--- src/core/supervisor_cfg.svh ---
`ifndef SUPERVISOR_CFG_SVH
`define SUPERVISOR_CFG_SVH
// ---------------------------------------------------------------
// timing figures in their own units
// ---------------------------------------------------------------
`define CLK_PERIOD_NS 8
`define RESET_STRETCH_MS 200
`define WATCHDOG_TIMEOUT_MS 1600
`define CE_HOLD_US 15
// ---------------------------------------------------------------
// derived cycle counts (125 MHz)
// ---------------------------------------------------------------
`define RESET_STRETCH_CYC ((`RESET_STRETCH_MS * 1000000) / `CLK_PERIOD_NS)
`define WATCHDOG_TIMEOUT_CYC ((`WATCHDOG_TIMEOUT_MS * 1000000) / `CLK_PERIOD_NS)
`define CE_HOLD_CYC ((`CE_HOLD_US * 1000) / `CLK_PERIOD_NS)
`define RESET_STRETCH_CYC_W 32
`endif

--- src/core/supervisor_pkg.sv ---
package supervisor_pkg;
  // synchronised comparator and pin levels
  typedef struct packed {
    logic main_above_reset;
    logic main_above_backup;
    logic sense_above_fail;
    logic manual_reset_n;
    logic kick_level;
    logic kick_driven;
  } sense_s;
  // gated chip-select phase
  typedef enum logic [1:0] {
    cs_pass,
    cs_hold,
    cs_block
  } cs_state_e;
endpackage

--- src/core/supply_supervisor.sv ---
`timescale 1ns/100ps
`include "supervisor_cfg.svh"
// Contract
// - ram rail comes from main supply when above reset threshold or backup voltage, else from the backup cell.
// - warning output is low when sense is below fail threshold or main is below backup voltage.
// - gated chip-select goes low only when host chip-select is low, and while reset is asserted only within the 15us hold window.
// - a chip-select already low when reset asserts stays low up to 15us or until host raises it, then blocks.
// - on backup cell the gated chip-select is pulled high to the ram rail.
// - a kick input that stays at one level past the watchdog timeout triggers reset.
// - a floating or three-stated kick input disables the watchdog.
// - watchdog timer clears on reset, on three-state kick, and on any kick edge.
// - reset holds while manual reset is low and for 200ms after it rises.
// - reset is held low while main is below threshold or manual reset is low.
// - reset pulses low 200ms once triggered and releases 200ms after the cause ends.
// - the processor must toggle the kick within 1.6s or reset asserts.
// - watchdog timer stays cleared while reset is asserted and counts once it is released.
// - stretch timer clears while main is below threshold and restarts when it returns.
module supply_supervisor
  import supervisor_pkg::*;
#(
  parameter int unsigned STRETCH_CYC = `RESET_STRETCH_CYC,
  parameter int unsigned WATCHDOG_CYC = `WATCHDOG_TIMEOUT_CYC
) (
  // clock and reset
  input wire logic ref_clk,
  input wire logic rst_n,
  // comparator results, asynchronous
  input wire logic main_above_reset,
  input wire logic main_above_backup,
  input wire logic sense_above_fail,
  // processor side pins
  input wire logic manual_reset_n,
  input wire logic watchdog_kick_input,
  input wire logic watchdog_kick_driven,
  input wire logic host_cs_n,
  // outputs
  output logic sys_reset_n,
  output logic power_fail_warn_n,
  output logic rail_from_backup,
  output logic ram_cs_n
);

  // ---------------------------------------------------------------
  // input synchronisers
  // ---------------------------------------------------------------
  sense_s raw;
  sense_s sync1, sync2, sync3, stable;
  sense_s next_stable;
  logic host_cs1, host_cs2, host_cs3, host_cs_n_s, next_host_cs_n_s;

  assign raw = '{main_above_reset, main_above_backup, sense_above_fail,
                 manual_reset_n, watchdog_kick_input, watchdog_kick_driven};

  // a change counts once stages two and three agree
  always_comb begin
    next_stable = stable;
    for (int i = 0; i < $bits(sense_s); i++) begin
      if (sync2[i] == sync3[i]) begin
        next_stable[i] = sync3[i];
      end
    end
    next_host_cs_n_s = (host_cs2 == host_cs3) ? host_cs3 : host_cs_n_s;
  end

  always_ff @(posedge ref_clk or negedge rst_n) begin
    if (!rst_n) begin
      sync1 <= '0;
      sync2 <= '0;
      sync3 <= '0;
      stable <= '0;
      host_cs1 <= 1'b1;
      host_cs2 <= 1'b1;
      host_cs3 <= 1'b1;
      host_cs_n_s <= 1'b1;
    end else begin
      sync1 <= raw;
      sync2 <= sync1;
      sync3 <= sync2;
      stable <= next_stable;
      host_cs1 <= host_cs_n;
      host_cs2 <= host_cs1;
      host_cs3 <= host_cs2;
      host_cs_n_s <= next_host_cs_n_s;
    end
  end

  // ---------------------------------------------------------------
  // reset generation and watchdog
  // ---------------------------------------------------------------
  logic [31:0] stretch_cnt, next_stretch_cnt;
  logic [31:0] wd_cnt, next_wd_cnt;
  logic kick_prev, next_kick_prev;
  logic next_sys_reset_n;
  logic hold_cause, wd_fire, kick_edge;

  // brownout or manual press keeps reset held with the timer at zero
  assign hold_cause = !stable.main_above_reset || !stable.manual_reset_n;
  assign kick_edge = stable.kick_level != kick_prev;
  assign wd_fire = sys_reset_n && stable.kick_driven && !kick_edge && (wd_cnt >= WATCHDOG_CYC - 1);

  always_comb begin
    next_stretch_cnt = stretch_cnt;
    next_sys_reset_n = sys_reset_n;
    next_wd_cnt = wd_cnt;
    next_kick_prev = stable.kick_level;
    if (hold_cause) begin
      next_sys_reset_n = 1'b0;
      next_stretch_cnt = '0;
    end else if (wd_fire) begin
      next_sys_reset_n = 1'b0;
      next_stretch_cnt = '0;
    end else if (!sys_reset_n) begin
      if (stretch_cnt >= STRETCH_CYC - 1) begin
        next_sys_reset_n = 1'b1;
        next_stretch_cnt = '0;
      end else begin
        next_stretch_cnt = stretch_cnt + 32'h00000001;
      end
    end
    if (!next_sys_reset_n || !sys_reset_n || !stable.kick_driven || kick_edge) begin
      next_wd_cnt = '0;
    end else begin
      next_wd_cnt = wd_cnt + 32'h00000001;
    end
  end

  // reset comes up asserted so the stretch runs after power-on
  always_ff @(posedge ref_clk or negedge rst_n) begin
    if (!rst_n) begin
      stretch_cnt <= '0;
      sys_reset_n <= 1'b0;
      wd_cnt <= '0;
      kick_prev <= 1'b0;
    end else begin
      stretch_cnt <= next_stretch_cnt;
      sys_reset_n <= next_sys_reset_n;
      wd_cnt <= next_wd_cnt;
      kick_prev <= next_kick_prev;
    end
  end

  // ---------------------------------------------------------------
  // supply rail and power-fail warning
  // ---------------------------------------------------------------
  logic next_rail_from_backup, next_warn_n;

  always_comb begin
    next_rail_from_backup = !(stable.main_above_reset || stable.main_above_backup);
    next_warn_n = stable.sense_above_fail && stable.main_above_backup;
  end

  always_ff @(posedge ref_clk or negedge rst_n) begin
    if (!rst_n) begin
      rail_from_backup <= 1'b1;
      power_fail_warn_n <= 1'b0;
    end else begin
      rail_from_backup <= next_rail_from_backup;
      power_fail_warn_n <= next_warn_n;
    end
  end

  // ---------------------------------------------------------------
  // chip-select gating
  // ---------------------------------------------------------------
  localparam logic [15:0] CE_HOLD = 16'(`CE_HOLD_CYC);
  cs_state_e cs_state, next_cs_state;
  logic [15:0] cs_cnt, next_cs_cnt;
  logic next_ram_cs_n;

  always_comb begin
    next_cs_state = cs_state;
    next_cs_cnt = cs_cnt;
    next_ram_cs_n = 1'b1;
    case (cs_state)
      cs_pass: begin
        if (!next_sys_reset_n) begin
          next_cs_state = host_cs_n_s ? cs_block : cs_hold;
          next_cs_cnt = '0;
          next_ram_cs_n = host_cs_n_s;
        end else begin
          next_ram_cs_n = host_cs_n_s;
        end
      end
      cs_hold: begin
        if (host_cs_n_s || cs_cnt >= CE_HOLD - 16'h0001) begin
          next_cs_state = cs_block;
        end else begin
          next_cs_cnt = cs_cnt + 16'h0001;
          next_ram_cs_n = 1'b0;
        end
      end
      cs_block: begin
        // stays blocked for the whole stretch, whatever the host does
        if (next_sys_reset_n) begin
          next_cs_state = cs_pass;
          next_ram_cs_n = host_cs_n_s;
        end
      end
      default: begin
        next_cs_state = cs_block;
      end
    endcase
    if (next_rail_from_backup) begin
      next_ram_cs_n = 1'b1;
    end
  end

  always_ff @(posedge ref_clk or negedge rst_n) begin
    if (!rst_n) begin
      cs_state <= cs_block;
      cs_cnt <= '0;
      ram_cs_n <= 1'b1;
    end else begin
      cs_state <= next_cs_state;
      cs_cnt <= next_cs_cnt;
      ram_cs_n <= next_ram_cs_n;
    end
  end

endmodule

--- config.mk ---
export PLATFORM = sky130hd
export DESIGN_NAME = supply_supervisor
export DESIGN_NICKNAME = d
export VERILOG_FILES = /design/src/core/supervisor_pkg.sv /design/src/core/supply_supervisor.sv
export VERILOG_INCLUDE_DIRS = /design/src /design/src/core
export SDC_FILE = /design/constraint.sdc
export NUM_CORES = 1
export LEC_CHECK = 0
export ABC_CLOCK_PERIOD_IN_PS = 5700
export BUFFER_PORTS_ARGS = -buffer_cell sky130_fd_sc_hd__buf_2
export CAP_MARGIN = 0
export CELL_PAD_IN_SITES_DETAIL_PLACEMENT = 0
export CELL_PAD_IN_SITES_GLOBAL_PLACEMENT = 1
export CORE_AREA = 4 4 86 129
export DETAILED_ROUTE_END_ITERATION = 6
export DIE_AREA = 0 0 90 133
export PLACE_DENSITY = 0.9
export RECOVER_POWER = 25
export SETUP_SLACK_MARGIN = 0.4
export SYNTH_ARGS = -nofsm -noshare
export SYNTH_HDL_FRONTEND = slang
export SYNTH_SLANG_ARGS = --single-unit
--- constraint.sdc ---
create_clock -name ref_clk -period 5.7 [get_ports ref_clk]
set_input_delay 0.57 -clock ref_clk [delete_from_list [all_inputs] [get_ports ref_clk]]
set_output_delay 0.57 -clock ref_clk [all_outputs]
set_load 0.01 [all_outputs]
Word-level counts from Yosys, hierarchy flattened

Index checks and enable logic that the tools add are counted.
Widths: inputs -> output; s select.

Memory bits (read-only): 0
Bits in latches: 0
Flip-flop bits (word level): 115
Input bits: 9
Memories: 0
RAM bits: 0

Mux-type cells: 21
Equality and inequality tests: 15
Shifts and indexed selects: 0
Magnitude comparators: 3
Reductions and logical operators: 21
Bitwise operators: 0
$add $sub $neg: 3
Multiply operators: 0
Divide/modulo/power cells: 0

Operator list:

| operator              | number |
|---|---|
| $mux 32               | 5 |
| $add 32x1->32 const B | 2 |
| $ge 32x25->1 const B  | 1 |
| $ge 32x28->1 const B  | 1 |
| $mux 16               | 2 |
| $pmux 16 s2           | 1 |
| $add 16x1->16 const B | 1 |
| $ge 16x11->1 const B  | 1 |
| $mux 2                | 4 |
| $ne 2x2->1 const B    | 4 |
| $eq 1x1->1            | 7 |
| $logic_not 1->1       | 7 |
| $mux 1                | 7 |
| $logic_or 1x1->1      | 6 |
| $pmux 2 s3            | 1 |
| $reduce_and 3->1      | 2 |
| $logic_and 1x1->1     | 4 |
| $ne 3x1->1 const B    | 1 |
| $pmux 1 s3            | 1 |
| $eq 2x1->1 const B    | 1 |
| $eq 2x2->1 const B    | 1 |
| $logic_not 2->1       | 1 |
| $reduce_bool 2->1     | 1 |
| $ne 1x1->1            | 1 |

Logic depth before layout (Yosys ltp)

Word-level depth: 11
Gate-level depth with buffers: 8
Gate-level depth less buffers: 8

Worst setup path before layout

No wires, ideal clock.

Path kind: reg-to-reg
Start: reg cs_cnt[0]
End: reg ram_cs_n
Stages on the path, launching flop included: 8
Period minus slack after synthesis: 2.356 ns
Data required time: 5.617 ns
Data arrival time: 2.273 ns
Path slack: 3.344 ns
Path through: dfrtp_1 > inv_1 > ha_1 > or4_1 > a311o_1 > a211oi_4 > nand2_1 > a221o_1

Word-level cells in the longest chain between the ends: 5

Ends and longest elaborated chain:

| what                    | line                     | text |
|---|---|---|
| start, declared         | supply_supervisor.sv:167 | `logic [15:0] cs_cnt, next_cs_cnt;` |
| start signal, assigned  | supply_supervisor.sv:215 | `cs_cnt <= next_cs_cnt;` |
| $ge 16x11->1            | supply_supervisor.sv:185 | `if (host_cs_n_s \|\| cs_cnt >= CE_HOLD - 16'h0001) begin` |
| $logic_or 1x1->1        | supply_supervisor.sv:185 |  |
| $mux 1                  | supply_supervisor.sv:185 |  |
| $pmux 1 s3              | supply_supervisor.sv:174 | `case (cs_state)` |
| $mux 1                  | supply_supervisor.sv:203 | `if (next_rail_from_backup) begin` |
| named net next_ram_cs_n | supply_supervisor.sv:168 | `logic next_ram_cs_n;` |
| end signal, assigned    | supply_supervisor.sv:216 | `ram_cs_n <= next_ram_cs_n;` |
| end, declared           | supply_supervisor.sv:40  | `output logic ram_cs_n` |

The timed path passes the listed nets, and every way through them passes these cells.
A chain may end at the register's enable or synchronous reset.

Final worst setup path

Start: reg wd_cnt[30]
End: reg stretch_cnt[23]

Word-level cells in the longest chain between the ends: 4
Elaborated cells between the ends (all ways): 5

Ends and longest elaborated chain:

| what                   | line                     | text |
|---|---|---|
| start, declared        | supply_supervisor.sv:91  | `logic [31:0] wd_cnt, next_wd_cnt;` |
| start signal, assigned | supply_supervisor.sv:137 | `wd_cnt <= next_wd_cnt;` |
| $ge 32x28->1 (*)       | supply_supervisor.sv:99  | `assign wd_fire = sys_reset_n && stable.kick_driven && !kick_edge && (wd_cnt >= WATCHDOG_CYC - 1);` |
| $logic_and 1x1->1 (*)  | supply_supervisor.sv:99  |  |
| $mux 32                | supply_supervisor.sv:109 | `end else if (wd_fire) begin` |
| $mux 32                | supply_supervisor.sv:106 | `if (hold_cause) begin` |
| end signal, assigned   | supply_supervisor.sv:135 | `stretch_cnt <= next_stretch_cnt;` |
| end, declared          | supply_supervisor.sv:90  | `logic [31:0] stretch_cnt, next_stretch_cnt;` |

Every way passes the cells marked *; elsewhere a longest branch is shown, timed or not.

==> summary.txt <==
Status
  – Outcome: finished with violations
  – Failing checks: capacitance limit, slew limit

CTS
  – Clk buf depth: 2
  – Clk_lat worst skew: 0.41 ns
  – Hold buffers post-CTS: 0
  – Resize count post-CTS: 0
  – Clock root buffer: clkbuf_16
  – Clock-pin slew on the worst setup and hold paths: 0.06 ns
  – H-tree depth: 4
  – CTS Buf Count: 17
  – Postcts setup bufs: 0
  – Clk sinks: 115
  – CTS tree: yes

Placed design
  – Post-place setup slack: 2.47 ns
  – Gpl congestion: 0.809
  – Post-DP HPWL: 6550 um
  – Placed instance area: 5360 um^2
  – DP Cell Count: 613
  – Port-buffer cells: 12

Cells and area
  – Nets@finish: 528
  – Syn-to-layout area delta: 14.1%
  – Final-layout fill cell count: 813
  – Multi-input gate area: 2190 um^2
  – Share of layout cells above drive strength 1: 0.123
  – Design Area, Final: 5930 um^2
  – Diode count: 0
  – FF/Latch Area: 2890 um^2
  – Finished Layout Cells: 645

Critical path
  – WS Path Type: flip-flop to flip-flop
  – Worst Reg-to-Reg Cells: 6
  – Worst setup startpoint: wd_cnt[30]
  – RR Startpoint: wd_cnt[30]
  – Crit-path max FO: 24
  – Worst setup SP type: flip-flop
  – Endpoint class of the critical path: flip-flop
  – Req. time, crit path: 6.05 ns
  – Flop2flop setup slack: 2.46 ns
  – Worst r2r dst: stretch_cnt[23]
  – WP data arrival: 3.59 ns

Logic synthesis
  – Synth warn: 0
  – Adder-cell share of the synthesized area: 0.0231
  – Compound-gate portion of the synthesized area: 0.106
  – Cells after synthesis: 495
  – Main combinational cell family by area after synthesis: simple AND/OR/NAND/NOR gates
  – Synth cell types: 58
  – Mux contribution to synthesized area: 0.00385
  – Synthesized area: 5200 um^2
  – Top cells by area, synth: dfrtp_1, nor2_1, xnor2_1, dfstp_2, nand3_1
  – Synth async-reset ratio: 1.00
  – Top cell type's share of synthesized area: 0.520
  – Seq cells post-synth: 115
  – Simple-Gate Fraction of Synth Area: 0.218
  – Sequential share of the synthesized area: 0.555
  – Xor and xnor area share after synthesis: 0.0674
  – Ys flop type: dfrtp_1
  – Most frequent cells after synthesis: dfrtp_1, nor2_1, nand2_1
  – Avg Cell Area, Syn: 10.5 um^2
  – EDFF count, synth: 0
  – Synth area leader: dfrtp_1
  – Cell with the most instances after synthesis: dfrtp_1

Power and ir drop
  – Maximum VDD drop: 220 uV
  – Tot Pwr: 1950 uW
  – Cell-internal power: 1480 uW
  – Net Sw Frac: 0.242
  – Standby leakage power: 0.00245 uW
  – Pwr dens: 329 nW/um^2
  – Logic pwr share: 0.036
  – Switch Pwr: 471 uW
  – Clock power frac: 0.520
  – Reg power frac: 0.443

Worst hold path
  – Hold Path Sink: host_cs1
  – Hold Path Depth: 1
  – Hold_sp: host_cs_n
  – HP Class: input pin to flip-flop

Flow run
  – Max-cap violations: 1

Global routing
  – Global-route wire length before repair: 17,800 um
  – Number of global-route vias before repair: 3,854
  – Antenna violations before repair: 0
  – Largest net degree at the start of global routing: 78
  – GRT Total Usage: 0.185
  – Total gr overflow: 0

Timing
  – Fmax: 309 MHz
  – Setup Skew: 0.00585 ns
  – Slew HR: -0.415
  – Final setup fails: 0
  – Period utilization: 0.568
  – Final WS setup: 2.46 ns
  – Hold Vio Cnt, Final: 0
  – Worst-Margin Slew: 2.12 ns
  – Setup TNS: 0 ns
  – Fin. max-slew vios: 40
  – Unrepaired setup endpoints after global routing: no
  – Final Critical Period: 3.24 ns

Floorplan
  – DIE AREA: 12,000 um^2
  – Top-Level Pins: 13
  – Die Wd: 90 um
  – Die Span Y: 133 um
  – Core box area: 9970 um^2
  – Initial Util: 0.522
  – Site Rows: 45

Route
  – DRT Pass-1 Iters: 6
  – Via-to-Cell Ratio: 5.82
  – Vias: 3,755
  – Post-Route WL: 10,100 um
  – DRC Markers: 0
  – Initial DRC count: 297
  – Antenna-violating nets left: 0
  – WL/cell: 15.6 um
-- power by group through the flow --
| stage | sequential (uW) | clock [uW] | combinational, uW |
|---|---|---|---|
| floorplan | 874 | 0 | 42.3 |
| global placement | 877 | 0 | 70.3 |
| detailed placement | 879 | 0 | 72.5 |
| CTS | 865 | 1030 | 73.7 |
| global route | 869 | 1070 | 82.4 |
| finish | 865 | 1020 | 70.8 |
-- area by class of cell --
class,count,area share
clock buffers,18,0.0724
clock inverters,14,0.0245
inverters,16,0.0101
multi-input cells,351,0.369
flip-flops and latches,115,0.487
well taps,117,0.0247
repair buffers,14,0.0124
-- state kept, by name, indices dropped and copies added, names as in the netlist --
signal             count
wd_cnt                32
sys_reset_n            1
power_fail_warn_n      1
host_cs1               1
host_cs3               1
next_kick_prev         1
stretch_cnt           32
cs_state               2
stable                 5
ram_cs_n               1
kick_prev              1
host_cs2               1
sync1                  6
rail_from_backup       1
cs_cnt                16
sync2                  6
sync3                  6
host_cs_n_s            1
-- stage by stage --
stage | hold slack (ns) | util
2_1_floorplan | 0.274 | -
3_3_place_gp | 0.332 | 0.538
3_5_place_dp | 0.339 | 0.538
4_1_cts | 0.142 | 0.595
5_1_grt | 0.240 | 0.595
6_report | 0.257 | 0.595
-- critical path, stage by stage (launching register included) --
cell and delay (ns):
dfrtp_1 0.36, or4_4 0.55, a211o_1 0.28, o22ai_4 0.44, nand4_1 0.91, a211oi_1 0.48
a31o_1 0.14
-- kinds of logic after synthesis --
logic type,count (synthesis)
AO/OA/AOI/OAI,71
adder cells (fa/ha/maj),11
AND/OR/NAND/NOR,223
buffers and inverters,32
XOR/XNOR,40
other,1
flip-flops,115
multiplexers,2
-- cells in the final DEF, fill, tap and decap left out, types with 4 or more instances in the layout --
cell type	netlist	final
a21oi_1	11	11
a22o_1	4	4
a31oi_1	19	19
and2_1	10	10
and3_1	11	11
and4_1	7	7
buf_2	5	11
clkbuf_16	0	17
conb_1	1	4
dfrtp_1	108	108
dfstp_2	7	7
ha_1	4	4
inv_1	16	16
inv_6	0	5
maj3_1	7	7
nand2_1	39	39
nand3_1	35	35
nand4_1	14	14
nor2_1	73	73
nor3_1	9	9
nor4_1	5	5
o21ai_0	9	9
or3_1	5	5
xnor2_1	22	22
xor2_1	18	18
-- routing by layer --
metal / global-route usage / wire, um
met1: 0.216 / 4120
met4: 0.0843 / 220
met2: 0.321 / 5380
met3: 0.0444 / 342
met5: 0 / 0
-- worst max path at each step --
stage	end	depth (start not counted)	slack [ns]
5_1_grt	stretch_cnt[23]	6	2.17
6_report	stretch_cnt[23]	6	2.46
3_5_place_dp	stretch_cnt[23]	6	2.47
2_1_floorplan	ram_cs_n	7	3.34
4_1_cts	stretch_cnt[23]	6	2.45
3_3_place_gp	stretch_cnt[23]	6	2.59
No activity file was read; power rests on OpenSTA's default activity.
